===== config.mk =====
export PLATFORM = sky130hd
export DESIGN_NAME = motor_brake_sequencer
export DESIGN_NICKNAME = d
export VERILOG_FILES = /design/src/rtl/brake_seq_pkg.sv /design/src/rtl/chopper_ctrl.sv /design/src/rtl/motor_brake_sequencer.sv /design/src/rtl/seq_delay_timer.sv
export SDC_FILE = /design/constraint.sdc
export NUM_CORES = 1
export LEC_CHECK = 0
export BUFFER_PORTS_ARGS = -buffer_cell sky130_fd_sc_hd__buf_2
export CAP_MARGIN = 5
export CORE_MARGIN = 2
export CORE_UTILIZATION = 45
export DETAILED_ROUTE_END_ITERATION = 16
export PLACE_DENSITY = 0.62
export RECOVER_POWER = 100
export SETUP_SLACK_MARGIN = 0.05
export SYNTH_ARGS = -nofsm -noshare
export SYNTH_HDL_FRONTEND = slang
export SYNTH_HIERARCHICAL = 1
export SYNTH_SLANG_ARGS = --single-unit

===== constraint.sdc =====
create_clock -name core_clk_i -period 8.2 [get_ports core_clk_i]
set_input_delay 0.82 -clock core_clk_i [delete_from_list [all_inputs] [get_ports core_clk_i]]
set_output_delay 0.82 -clock core_clk_i [all_outputs]
set_load 0.005 [all_outputs]

===== src/rtl/brake_seq_pkg.sv =====
package brake_seq_pkg;

   // register bus shape
   localparam int ADDR_W = 4;
   localparam int DATA_W = 16;
   localparam int CFG_N  = 8;

   // register indices
   localparam logic [3:0] REG_CTRL      = 4'h0;
   localparam logic [3:0] REG_MAG       = 4'h1;
   localparam logic [3:0] REG_OPEN      = 4'h2;
   localparam logic [3:0] REG_CLOSE     = 4'h3;
   localparam logic [3:0] REG_OUT0_SEL  = 4'h4;
   localparam logic [3:0] REG_OUT1_SEL  = 4'h5;
   localparam logic [3:0] REG_POWER     = 4'h6;
   localparam logic [3:0] REG_COAST_SEL = 4'h7;
   localparam logic [3:0] REG_STATUS    = 4'h8;

   // field positions
   localparam int CTRL_ENABLE_BIT   = 0;
   localparam int COAST_IDX_LSB     = 0;
   localparam int COAST_IDX_W       = 4;
   localparam int COAST_GRP_LSB     = 4;
   localparam int STAT_STATE_LSB    = 0;
   localparam int STAT_BRAKE_BIT    = 4;
   localparam int STAT_ENERGIZE_BIT = 5;
   localparam int STAT_CHOPPER_BIT  = 6;
   localparam int STAT_EXTEND_BIT   = 7;

   // reset values, index 7 first; delays in ms, power in 0.01 kW
   localparam logic [CFG_N-1:0][DATA_W-1:0] CFG_RESET = {
      16'h0000,   // coast_stop_source_select: none
      16'h0000,   // resistor_braking_power: 0 kW
      16'h0000,   // output_one_source_select
      16'h0000,   // output_zero_source_select
      16'h0064,   // brake_close_delay: 100 ms
      16'h0064,   // brake_open_delay: 100 ms
      16'h0000,   // magnetize_interval: 0 ms
      16'h0000};  // control: holding_brake_enable off

   // source codes
   localparam logic [15:0] SRC_BRAKE_RELEASE = 16'h145c; // 52.12
   localparam logic [11:0] COAST_GRP_DIGIN   = 12'h2d2;  // 722.x

   // thresholds
   localparam logic [15:0] STOP_SPEED_RPM    = 16'h0014;
   localparam logic [15:0] DCLINK_MAX_LEVEL  = 16'h0320;
   localparam logic [15:0] CHOP_HYST_LEVEL   = 16'h0014;
   localparam logic [15:0] RAMP_EXTEND_POWER = 16'h000a;

   // timing
   localparam int CLK_HZ        = 10_000_000;
   localparam int TICK_TIME_MS  = 1;
   localparam int CYCLES_PER_MS = CLK_HZ / 1000 * TICK_TIME_MS;

   typedef enum logic [2:0] {
      ST_IDLE      = 3'b000,
      ST_MAGNETIZE = 3'b001,
      ST_OPENING   = 3'b011,
      ST_RUN       = 3'b010,
      ST_RAMPDOWN  = 3'b110,
      ST_CLOSING   = 3'b111
   } seq_state_e;

   typedef struct packed {
      logic switch_on;
      logic ramp_stop;
      logic quick_stop;
      logic coast_stop;
   } cmd_s;

   typedef struct packed {
      logic energize;
      logic brake_release;
      logic hold_zero;
      logic accel;
      logic ramp_down;
      logic quick;
   } drive_s;

endpackage : brake_seq_pkg


===== src/rtl/chopper_ctrl.sv =====
`timescale 1ns/1ns
module chopper_ctrl
   import brake_seq_pkg::*;
#(
   parameter logic [15:0] ON_LEVEL   = DCLINK_MAX_LEVEL,
   parameter logic [15:0] HYST_LEVEL = CHOP_HYST_LEVEL
) (
   input  wire logic        core_clk_i,
   input  wire logic        rst_i,
   input  wire logic        enable_i,
   input  wire logic [15:0] dclink_i,
   output logic             chop_o
);
   logic next_chop;

   // hysteresis keeps the chopper from chattering around the limit
   always_comb begin
      next_chop = chop_o;
      if (!enable_i) begin
         next_chop = 1'b0;
      end else if (dclink_i >= ON_LEVEL) begin
         next_chop = 1'b1;
      end else if (dclink_i < ON_LEVEL - HYST_LEVEL) begin
         next_chop = 1'b0;
      end
   end

   always_ff @(posedge core_clk_i) begin
      if (rst_i) begin
         chop_o <= 1'b0;
      end else begin
         chop_o <= next_chop;
      end
   end
endmodule : chopper_ctrl


===== src/rtl/motor_brake_sequencer.sv =====
// Strobed register access and the placing of the registers are this design's own decisions.
`timescale 1ns/1ns
module motor_brake_sequencer
   import brake_seq_pkg::*;
#(
   parameter int DIGIN_N        = 16,
   parameter int TICK_CYCLES    = CYCLES_PER_MS
) (
   input  wire logic              core_clk_i,
   input  wire logic              rst_i,
   input  wire logic [ADDR_W-1:0] addr_i,
   input  wire logic [DATA_W-1:0] wdata_i,
   input  wire logic              wr_i,
   input  wire logic              rd_i,
   output logic      [DATA_W-1:0] rdata_o,
   input  wire logic              switch_on_i,
   input  wire logic              ramp_stop_i,
   input  wire logic              quick_stop_i,
   input  wire logic              coast_stop_i,
   input  wire logic [DIGIN_N-1:0] dig_in_i,
   input  wire logic [15:0]       actual_speed_i,
   input  wire logic [15:0]       dclink_voltage_i,
   output logic                   brake_release_o,
   output logic [1:0]             dig_out_o,
   output logic                   motor_energize_o,
   output logic                   hold_zero_speed_o,
   output logic                   accel_enable_o,
   output logic                   ramp_down_o,
   output logic                   quick_stop_active_o,
   output logic                   chopper_on_o,
   output logic                   ovlim_enable_o,
   output logic                   ramp_extend_o
);
   cmd_s                           cmd_meta;
   cmd_s                           cmd_sync;
   logic [DIGIN_N-1:0]             dig_meta;
   logic [DIGIN_N-1:0]             dig_sync;
   logic [CFG_N-1:0][DATA_W-1:0]   cfg;
   logic [CFG_N-1:0][DATA_W-1:0]   next_cfg;
   logic [DATA_W-1:0]              next_rdata;
   seq_state_e                     state;
   seq_state_e                     next_state;
   drive_s                         next_drive;
   logic [1:0]                     next_dig_out;
   logic [15:0]                    ms_cnt;
   logic [15:0]                    next_ms_cnt;
   logic                           tick;
   logic                           timer_load;
   logic [15:0]                    timer_count;
   logic                           timer_done;
   logic                           brake_en;
   logic                           dig_coast;
   logic                           coast;
   logic                           stop_req;
   logic                           below_stop;
   logic [11:0]                    coast_grp;
   logic [COAST_IDX_W-1:0]         coast_idx;
   logic [DATA_W-1:0]              power;
   logic                           chop_next;

   // pin commands pass two flops before anything looks at them
   always_ff @(posedge core_clk_i) begin
      if (rst_i) begin
         cmd_meta <= '0;
         cmd_sync <= '0;
         dig_meta <= '1;
         dig_sync <= '1;
      end else begin
         cmd_meta <= cmd_s'{switch_on_i, ramp_stop_i, quick_stop_i,
                            coast_stop_i};
         cmd_sync <= cmd_meta;
         dig_meta <= dig_in_i;
         dig_sync <= dig_meta;
      end
   end
   // configuration fields in use
   assign brake_en   = cfg[REG_CTRL[2:0]][CTRL_ENABLE_BIT];
   assign power      = cfg[REG_POWER[2:0]];
   assign coast_grp  = cfg[REG_COAST_SEL[2:0]][COAST_GRP_LSB +: 12];
   assign coast_idx  = cfg[REG_COAST_SEL[2:0]][COAST_IDX_LSB +: COAST_IDX_W];
   // selected input low means resistor overtemperature contact opened
   assign dig_coast  = (coast_grp == COAST_GRP_DIGIN) &&
                       !dig_sync[coast_idx];
   assign coast      = cmd_sync.coast_stop || dig_coast;
   assign stop_req   = cmd_sync.ramp_stop || cmd_sync.quick_stop;
   assign below_stop = actual_speed_i < STOP_SPEED_RPM;
   // register writes and read mux; reads answer one cycle later only
   always_comb begin
      next_cfg   = cfg;
      next_rdata = '0;
      if (wr_i && !addr_i[3]) begin
         next_cfg[addr_i[2:0]] = wdata_i;
      end
      if (rd_i) begin
         if (!addr_i[3]) begin
            next_rdata = cfg[addr_i[2:0]];
         end else if (addr_i == REG_STATUS) begin
            next_rdata[STAT_STATE_LSB +: 3]  = state;
            next_rdata[STAT_BRAKE_BIT]       = brake_release_o;
            next_rdata[STAT_ENERGIZE_BIT]    = motor_energize_o;
            next_rdata[STAT_CHOPPER_BIT]     = chopper_on_o;
            next_rdata[STAT_EXTEND_BIT]      = ramp_extend_o;
         end
      end
   end

   always_ff @(posedge core_clk_i) begin
      if (rst_i) begin
         cfg     <= CFG_RESET;
         rdata_o <= '0;
      end else begin
         cfg     <= next_cfg;
         rdata_o <= next_rdata;
      end
   end
   // ms prescaler; restarted at each load so no delay comes out short
   assign tick = (ms_cnt == 16'(TICK_CYCLES - 1));
   always_comb begin
      next_ms_cnt = ms_cnt + 16'h0001;
      if (timer_load || tick) begin
         next_ms_cnt = '0;
      end
   end
   always_ff @(posedge core_clk_i) begin
      if (rst_i) begin
         ms_cnt <= '0;
      end else begin
         ms_cnt <= next_ms_cnt;
      end
   end
   // brake sequence; coast stop overrides everything else
   always_comb begin
      next_state = state;
      case (state)
         ST_IDLE: begin
            if (cmd_sync.switch_on && !stop_req && !coast) begin
               next_state = ST_MAGNETIZE;
            end
         end
         ST_MAGNETIZE: begin
            if (coast || stop_req) begin
               next_state = ST_IDLE;
            end else if (timer_done) begin
               // with the brake function off, no release is sequenced
               next_state = brake_en ? ST_OPENING : ST_RUN;
            end
         end
         ST_OPENING: begin
            if (coast) begin
               next_state = ST_IDLE;
            end else if (stop_req) begin
               next_state = ST_RAMPDOWN;
            end else if (timer_done) begin
               next_state = ST_RUN;
            end
         end
         ST_RUN: begin
            if (coast) begin
               next_state = ST_IDLE;
            end else if (stop_req) begin
               next_state = ST_RAMPDOWN;
            end
         end
         ST_RAMPDOWN: begin
            if (coast) begin
               next_state = ST_IDLE;
            end else if (below_stop) begin
               next_state = brake_en ? ST_CLOSING : ST_IDLE;
            end else if (!stop_req && cmd_sync.switch_on) begin
               next_state = ST_RUN;
            end
         end
         ST_CLOSING: begin
            if (coast || timer_done) begin
               next_state = ST_IDLE;
            end
         end
         default: next_state = ST_IDLE;
      endcase
   end
   // load the shared delay counter on entry to each timed state
   always_comb begin
      timer_load  = (next_state != state);
      timer_count = '0;
      case (next_state)
         ST_MAGNETIZE: timer_count = cfg[REG_MAG[2:0]];
         ST_OPENING:   timer_count = cfg[REG_OPEN[2:0]];
         ST_CLOSING:   timer_count = cfg[REG_CLOSE[2:0]];
         default:      timer_count = '0;
      endcase
   end
   seq_delay_timer #(
      .W       (16)
   ) u_timer (
      .core_clk_i (core_clk_i),
      .rst_i      (rst_i),
      .tick_i     (tick),
      .load_i     (timer_load),
      .count_i    (timer_count),
      .done_o     (timer_done)
   );
   chopper_ctrl u_chopper (
      .core_clk_i (core_clk_i),
      .rst_i      (rst_i),
      .enable_i   (power != '0),
      .dclink_i   (dclink_voltage_i),
      .chop_o     (chop_next)
   );
   // drive outputs decoded from the next state so they align with state
   always_comb begin
      next_drive               = '0;
      next_drive.energize      = (next_state != ST_IDLE);
      next_drive.brake_release = brake_en &&
         (next_state == ST_OPENING || next_state == ST_RUN ||
          next_state == ST_RAMPDOWN);
      next_drive.hold_zero     = (next_state == ST_MAGNETIZE ||
         next_state == ST_OPENING || next_state == ST_CLOSING);
      next_drive.accel         = (next_state == ST_RUN);
      next_drive.ramp_down     = (next_state == ST_RAMPDOWN);
      next_drive.quick         = (next_state == ST_RAMPDOWN) &&
                                 cmd_sync.quick_stop;
   end
   // per-output routing of the brake command
   for (genvar k = 0; k < 2; k++) begin : g_dout
      assign next_dig_out[k] = next_drive.brake_release &&
         (cfg[REG_OUT0_SEL[2:0] + 3'(k)] == SRC_BRAKE_RELEASE);
   end
   always_ff @(posedge core_clk_i) begin
      if (rst_i) begin
         state               <= ST_IDLE;
         brake_release_o     <= 1'b0;
         dig_out_o           <= '0;
         motor_energize_o    <= 1'b0;
         hold_zero_speed_o   <= 1'b0;
         accel_enable_o      <= 1'b0;
         ramp_down_o         <= 1'b0;
         quick_stop_active_o <= 1'b0;
         chopper_on_o        <= 1'b0;
         ovlim_enable_o      <= 1'b1;
         ramp_extend_o       <= 1'b0;
      end else begin
         state               <= next_state;
         brake_release_o     <= next_drive.brake_release;
         dig_out_o           <= next_dig_out;
         motor_energize_o    <= next_drive.energize;
         hold_zero_speed_o   <= next_drive.hold_zero;
         accel_enable_o      <= next_drive.accel;
         ramp_down_o         <= next_drive.ramp_down;
         quick_stop_active_o <= next_drive.quick;
         chopper_on_o        <= chop_next;
         ovlim_enable_o      <= (power == '0);
         ramp_extend_o       <= (power != '0) &&
                                (power < RAMP_EXTEND_POWER);
      end
   end
endmodule : motor_brake_sequencer


===== src/rtl/seq_delay_timer.sv =====
`timescale 1ns/1ns
module seq_delay_timer
   import brake_seq_pkg::*;
#(
   parameter int W = 16
) (
   input  wire logic         core_clk_i,
   input  wire logic         rst_i,
   input  wire logic         tick_i,
   input  wire logic         load_i,
   input  wire logic [W-1:0] count_i,
   output logic              done_o
);
   logic [W-1:0] remaining;
   logic [W-1:0] next_remaining;

   // reload on sequence entry, then count down one per ms tick
   always_comb begin
      next_remaining = remaining;
      if (load_i) begin
         next_remaining = count_i;
      end else if (tick_i && remaining != '0) begin
         next_remaining = remaining - W'(1);
      end
   end

   always_ff @(posedge core_clk_i) begin
      if (rst_i) begin
         remaining <= '0;
      end else begin
         remaining <= next_remaining;
      end
   end

   assign done_o = (remaining == '0);
endmodule : seq_delay_timer


; ---- Yosys cells after proc, flatten, opt, wreduce, memory -nomap -nowiden
; Cells that the tools add are included.
[word_totals]
ff_bits = 231
inputBits = 76
output_inout_bits = 27
wordCells = 128
[op_classes]
add_sub_neg = 2
n_lt_le_gt_ge = 7
eq_ne = 16
mux = 31
bitwise = 2
reduce_logical = 36
[op_table]
columns = operator, count
row1 = bitwise mux 128 bit, 1
row2 = 2-to-1 mux 16 bit, 4
row3 = binary-select mux 16 bit (select 3 bit), 1
row4 = demux 16 bit (select 3 bit), 1
row5 = case mux 16 bit (3 select lines), 1
row6 = 2-to-1 mux 3 bit, 15
row7 = "equality test 16 x 13 -> 1 bit, second input constant", 2
row8 = zero test 16 bit, 2
row9 = nonzero test 16 bit, 2
row10 = case mux 3 bit (6 select lines), 1
row11 = "adder 16 x 1 -> 16 bit, second input constant", 1
row12 = "equality test 16 x 14 -> 1 bit, second input constant", 1
row13 = "greater-or-equal comparator 16 x 10 -> 1 bit, second input constant", 1
row14 = "less-than comparator 16 x 10 -> 1 bit, second input constant", 1
row15 = "less-than comparator 16 x 4 -> 1 bit, second input constant", 1
row16 = "less-than comparator 16 x 5 -> 1 bit, second input constant", 1
row17 = "subtractor 16 x 1 -> 16 bit, second input constant", 1
row18 = "equality test 12 x 10 -> 1 bit, second input constant", 1
row19 = "equality test 3 x 2 -> 1 bit, second input constant", 4
row20 = "equality test 3 bit, second input constant", 4
row21 = logical AND 1 bit, 11
row22 = logical OR 1 bit, 9
row23 = 2-to-1 mux 4 bit, 2
row24 = "equality test 3 x 1 -> 1 bit, second input constant", 2
row25 = 14 further kinds, 24

; ---- Logic depth before layout (Yosys ltp)
[depth]
word_depth = 14
depth_mapped = 16
mapped_depth_nobuf = 13

; ---- Cells and area by module
; Netlist, hierarchy kept.
[modules_own_cells]
columns = module, n_inst, cells_per_inst, area_per_inst_um2, seq_area_each_um2
row1 = motor_brake_sequencer, 1, 975, 9150.0, 4284.1
row2 = seq_delay_timer, 1, 114, 944.7, 320.3
row3 = chopper_ctrl, 1, 8, 72.6, 20.0

; ---- Least setup slack after synthesis
; Ideal clock, no wire load.
[synth_timing]
path_type = flip-flop to flip-flop
from = register u_timer.remaining[7]
to = register u_timer.remaining[0]
setup_ps = 86
t_arrival_ps = 3256
t_required_ps = 8114
setup_slack_ps = 4859
path_stages_with_launch = 14
n_path_buf = 3
period_less_slack_ps = 3341
path_cell_list = dfxtp_1 -> or4_4 -> and4bb_2 -> buf_6 -> nand3b_1 -> o21ai_0 -> a22o_1 -> or2_2 -> buf_2 -> o2111ai_4 -> or2_2 -> clkinv_1 -> clkbuf_1 -> a211oi_1
[synth_between]
word_cells_on_any_way = 18
classes_between = 4 x eq/ne / 9 x mux / 5 x reduce/logical
[synth_lines]
columns = item, line
row1 = "start, declared", seq_delay_timer.sv:14  ; logic [W-1:0] remaining;
row2 = "start signal, assigned", seq_delay_timer.sv:31  ; remaining <= next_remaining;
row3 = zero test 16 bit (*), seq_delay_timer.sv:35  ; assign done_o = (remaining == '0);
row4 = named net timer_done, motor_brake_sequencer.sv:50  ; logic timer_done;
row5 = 2-to-1 mux 3 bit, motor_brake_sequencer.sv:153  ; end else if (timer_done) begin
row6 = 2-to-1 mux 3 bit, motor_brake_sequencer.sv:151  ; end else if (stop_req) begin
row7 = 2-to-1 mux 3 bit, motor_brake_sequencer.sv:149  ; if (coast) begin
row8 = case mux 3 bit (6 select lines) (*), motor_brake_sequencer.sv:134  ; case (state)
row9 = != test 3 bit (*), motor_brake_sequencer.sv:183  ; timer_load = (next_state != state);
row10 = named net timer_load, motor_brake_sequencer.sv:48  ; logic timer_load;
row11 = 2-to-1 mux 16 bit / nonzero test 2 bit (equally long branches), n/a
; Mark *: on every way through the listed nets, which the timed path passes. The rest lies on a longest branch.
; A chain may end at the register's enable or synchronous reset.

; ---- Worst setup path after layout
[layout_timing]
from = register u_timer.remaining[3]
to = register u_timer.remaining[0]
; The elaborated chain is that of the path after synthesis.

==> results.toml <==
[worst_setup_path]
critical_path_class = "reg2reg"
cp_slowest_cell = "o2111ai_1"
critPathMaxStageDelay_ns = 1.18
worstPathArrival_ns = 6.09
crit_fanout = 27
endpoint_kind = "flop"
start_kind = "flop"
worstPathRequired_ns = 8.38
cp_cell_sequence = "nor4_1 > and4bb_1 > nand3b_1 > o21ai_0 > a22o_1 > or2_2 > o2111ai_1 > or2_0 > clkinv_1 > nor2_1 > a211oi_1"

[sta]
tightest_slew_ns = 4.712
rsz0062_at_grt = "no"
fmax_mhz = 169.3
period_share_pct = 72.01
slew_headroom_pct = -214.1
hold_viol = 0
finalCriticalPeriod_ns = 5.905
fin_setup_tns_ns = 0
fin_skew_ns = 0.02623
setup_viol = 0
slew_viol_final = 198

[finish]
antenna_cells = 0
layout-drive-gt1-share_pct = 18.34
final_cells = 1436
final_common_cell = "dfxtp_1"
finalNetCount = 1217
area_growth_syn_to_layout_pct = 12.50
final_cell_mix = "dfxtp_1 (231), nand2_1 (186), nor2_1 (90)"

[global_route]
gr-max-usage-layer = "met2"
track_usage_pct = 22.46
grt_use_met2_pct = 36.47
gr-total-overflow = 0
grt_pass1_vias = 7792
grt_max_degree = 119
use_met3_pct = 2.858
grt_pass1_wl_um = 42750
use_met1_pct = 30.64
grt_antenna_before_repair = 0

[clocking]
htreeDepth = 1
clock-sinks = 231
cts.repair.resized = 0
tritoncts = "built"
cts.clk_slew.worst_paths_ns = 0.06
cts_buffers = 26
cts_setup_buffers = 0
ctsHoldBuffers = 0
root_buffer = "clkbuf_16"
clock_path_buffers = 3
insertion_delay_ns = 0.54

[status]
status = "finished, violations left"
violations = "max-capacitance violations, max-slew violations"

[die]
row_count = 54
die_w_um = 154.3
start_util_pct = 46.16
die_h_um = 154.3
dieArea_um2 = 23810
core_um2 = 22030
io_pins = 103

[placement]
gp_congestion = 0.8189
numPortBuffers = 98
dp_hpwl_um = 17540
dp_cells = 1391

[synthesis]
yosys_most_used_dff = "dfxtp_1"
synth-seq-cells = 231
synth_warnings = 6
synth_edf_count = 0
synth_nets = 1175
async_reset_ff_share_pct = 0
syn_area_um2 = 10170
postSynthAreaPerCell_um2 = 9.268
ys_seq_area_share_pct = 45.48
netlist-cell-type-count = 66
synth_cells = 1097

[drt]
dr_total_vias = 8210
antenna_left = 0
viasPerCell = 5.717
wl_um = 26960
drtPass1Iterations = 5
drc = 0
wl_per_cell_um = 18.78
drt_iter0_drc = 647

[power]
powerDensity_nw_per_um2 = 215.6
vdd_drop_max_mv = 0.1354
power_leakage_nw = 4.117

[worst_hold_path]
hp-class = "reg2reg"

[run]
maxCapViolations = 2
==> layer usage <==
metal | vias up | share of wire [%]
met5 | - | 0
met4 | 0 | 3.6
met3 | 65 | 5.6
met2 | 275 | 47
met1 | 3934 | 44
li1 | 3936 | -
==> stage by stage <==
step	power [mW]	hold slack (ns)	util [%]	setup slack (ns)	area, um2
2_1_floorplan	1.332	0.3895	-	4.859	10170
3_3_place_gp	1.384	0.3919	48.42	3.747	10670
3_5_place_dp	1.387	0.3940	48.42	3.633	10670
4_1_cts	2.484	0.4088	52.14	3.635	11480
5_1_grt	2.553	0.4168	51.93	1.925	11440
6_report	2.466	0.4065	51.93	2.295	11440
==> area by class of cell <==
class / instances / area [um2]
Clock buffer: 38 / 765.7
Clock inverter: 7 / 52.55
Fill cell: 2058 / 10590
Inverter: 12 / 45.04
Multi-Input combinational cell: 765 / 5094
Sequential cell: 231 / 4624
Tap cell: 280 / 350.3
Timing Repair Buffer: 103 / 506.7
==> kinds of logic after synthesis <==
kind of cell | synth area share, %
AOI/OAI and AO/OA | 9.931
muxes | 14.89
adders and majority gates | 0.2461
and+or+nand+nor | 23.14
DFF | 45.48
buffers and inverters | 4.418
xor gates and xnor gates | 1.895
==> path summary, 6_finish.rpt <==
kind	startpoint	to	slack, ns	cells past startpoint
max	u_timer/remaining[3]	u_timer/remaining[0]	2.30	11
min	dig_meta[15]	dig_sync[15]	0.41	1
max reg2reg	u_timer/remaining[3]	u_timer/remaining[0]	2.30	11
min reg2reg	dig_meta[15]	dig_sync[15]	0.41	1
==> power by group <==
part / internal [mW] / total, mW / switching [mW]
Sequential: 1.15 / 1.17 / 0.0201
Combinational: 0.0760 / 0.193 / 0.117
Clock: 0.645 / 1.10 / 0.457
==> cell usage after synthesis (all sizes together) (2+ instances only) <==
library cell	count	area, um2
dfxtp	231	4624
nand2	186	698.2
nor2	92	352.8
a21oi	85	425.4
clkbuf	69	269.0
mux2i	65	650.6
mux4	37	852.1
nor4	34	212.7
or2	34	212.7
nand3	30	150.1
o21ai	20	107.6
buf	19	125.1
a22oi	17	127.6
a21boi	16	120.1
nor3	16	101.4
xnor2	15	131.4
nor2b	12	75.07
inv	11	41.29
nand3b	11	82.58
nand4	10	62.56
nor4b	9	78.83
a211oi	7	52.55
xor2	7	61.31
and3	6	37.54
nor3b	6	45.04
or3	6	46.29
nand2b	5	31.28
a311oi	4	35.03
or4	4	37.53
nand4b	3	26.28
o21bai	3	22.52
a21o	2	15.01
and2	2	12.51
and3b	2	17.52
ha	2	25.02
o221ai	2	17.52
==> sequential cells by signal, indices dropped and copies added, names as in the netlist, 2 cells and up <==
name	count
cfg	111
cmd_meta	4
cmd_sync	4
dig_meta	16
dig_out_o	2
dig_sync	16
ms_cnt	16
power	16
rdata_o	16
state	3
u_timer/remaining	16
==> critical path: cells and delay by family, from the launching register on <==
family	cells	cell delay, ns
AND/OR/NAND/NOR	6	2.89
AO/OA/AOI/OAI	4	1.54
buffers and inverters	1	0.74
flip-flops	1	0.38
No activity file was read; power rests on OpenSTA's default activity.
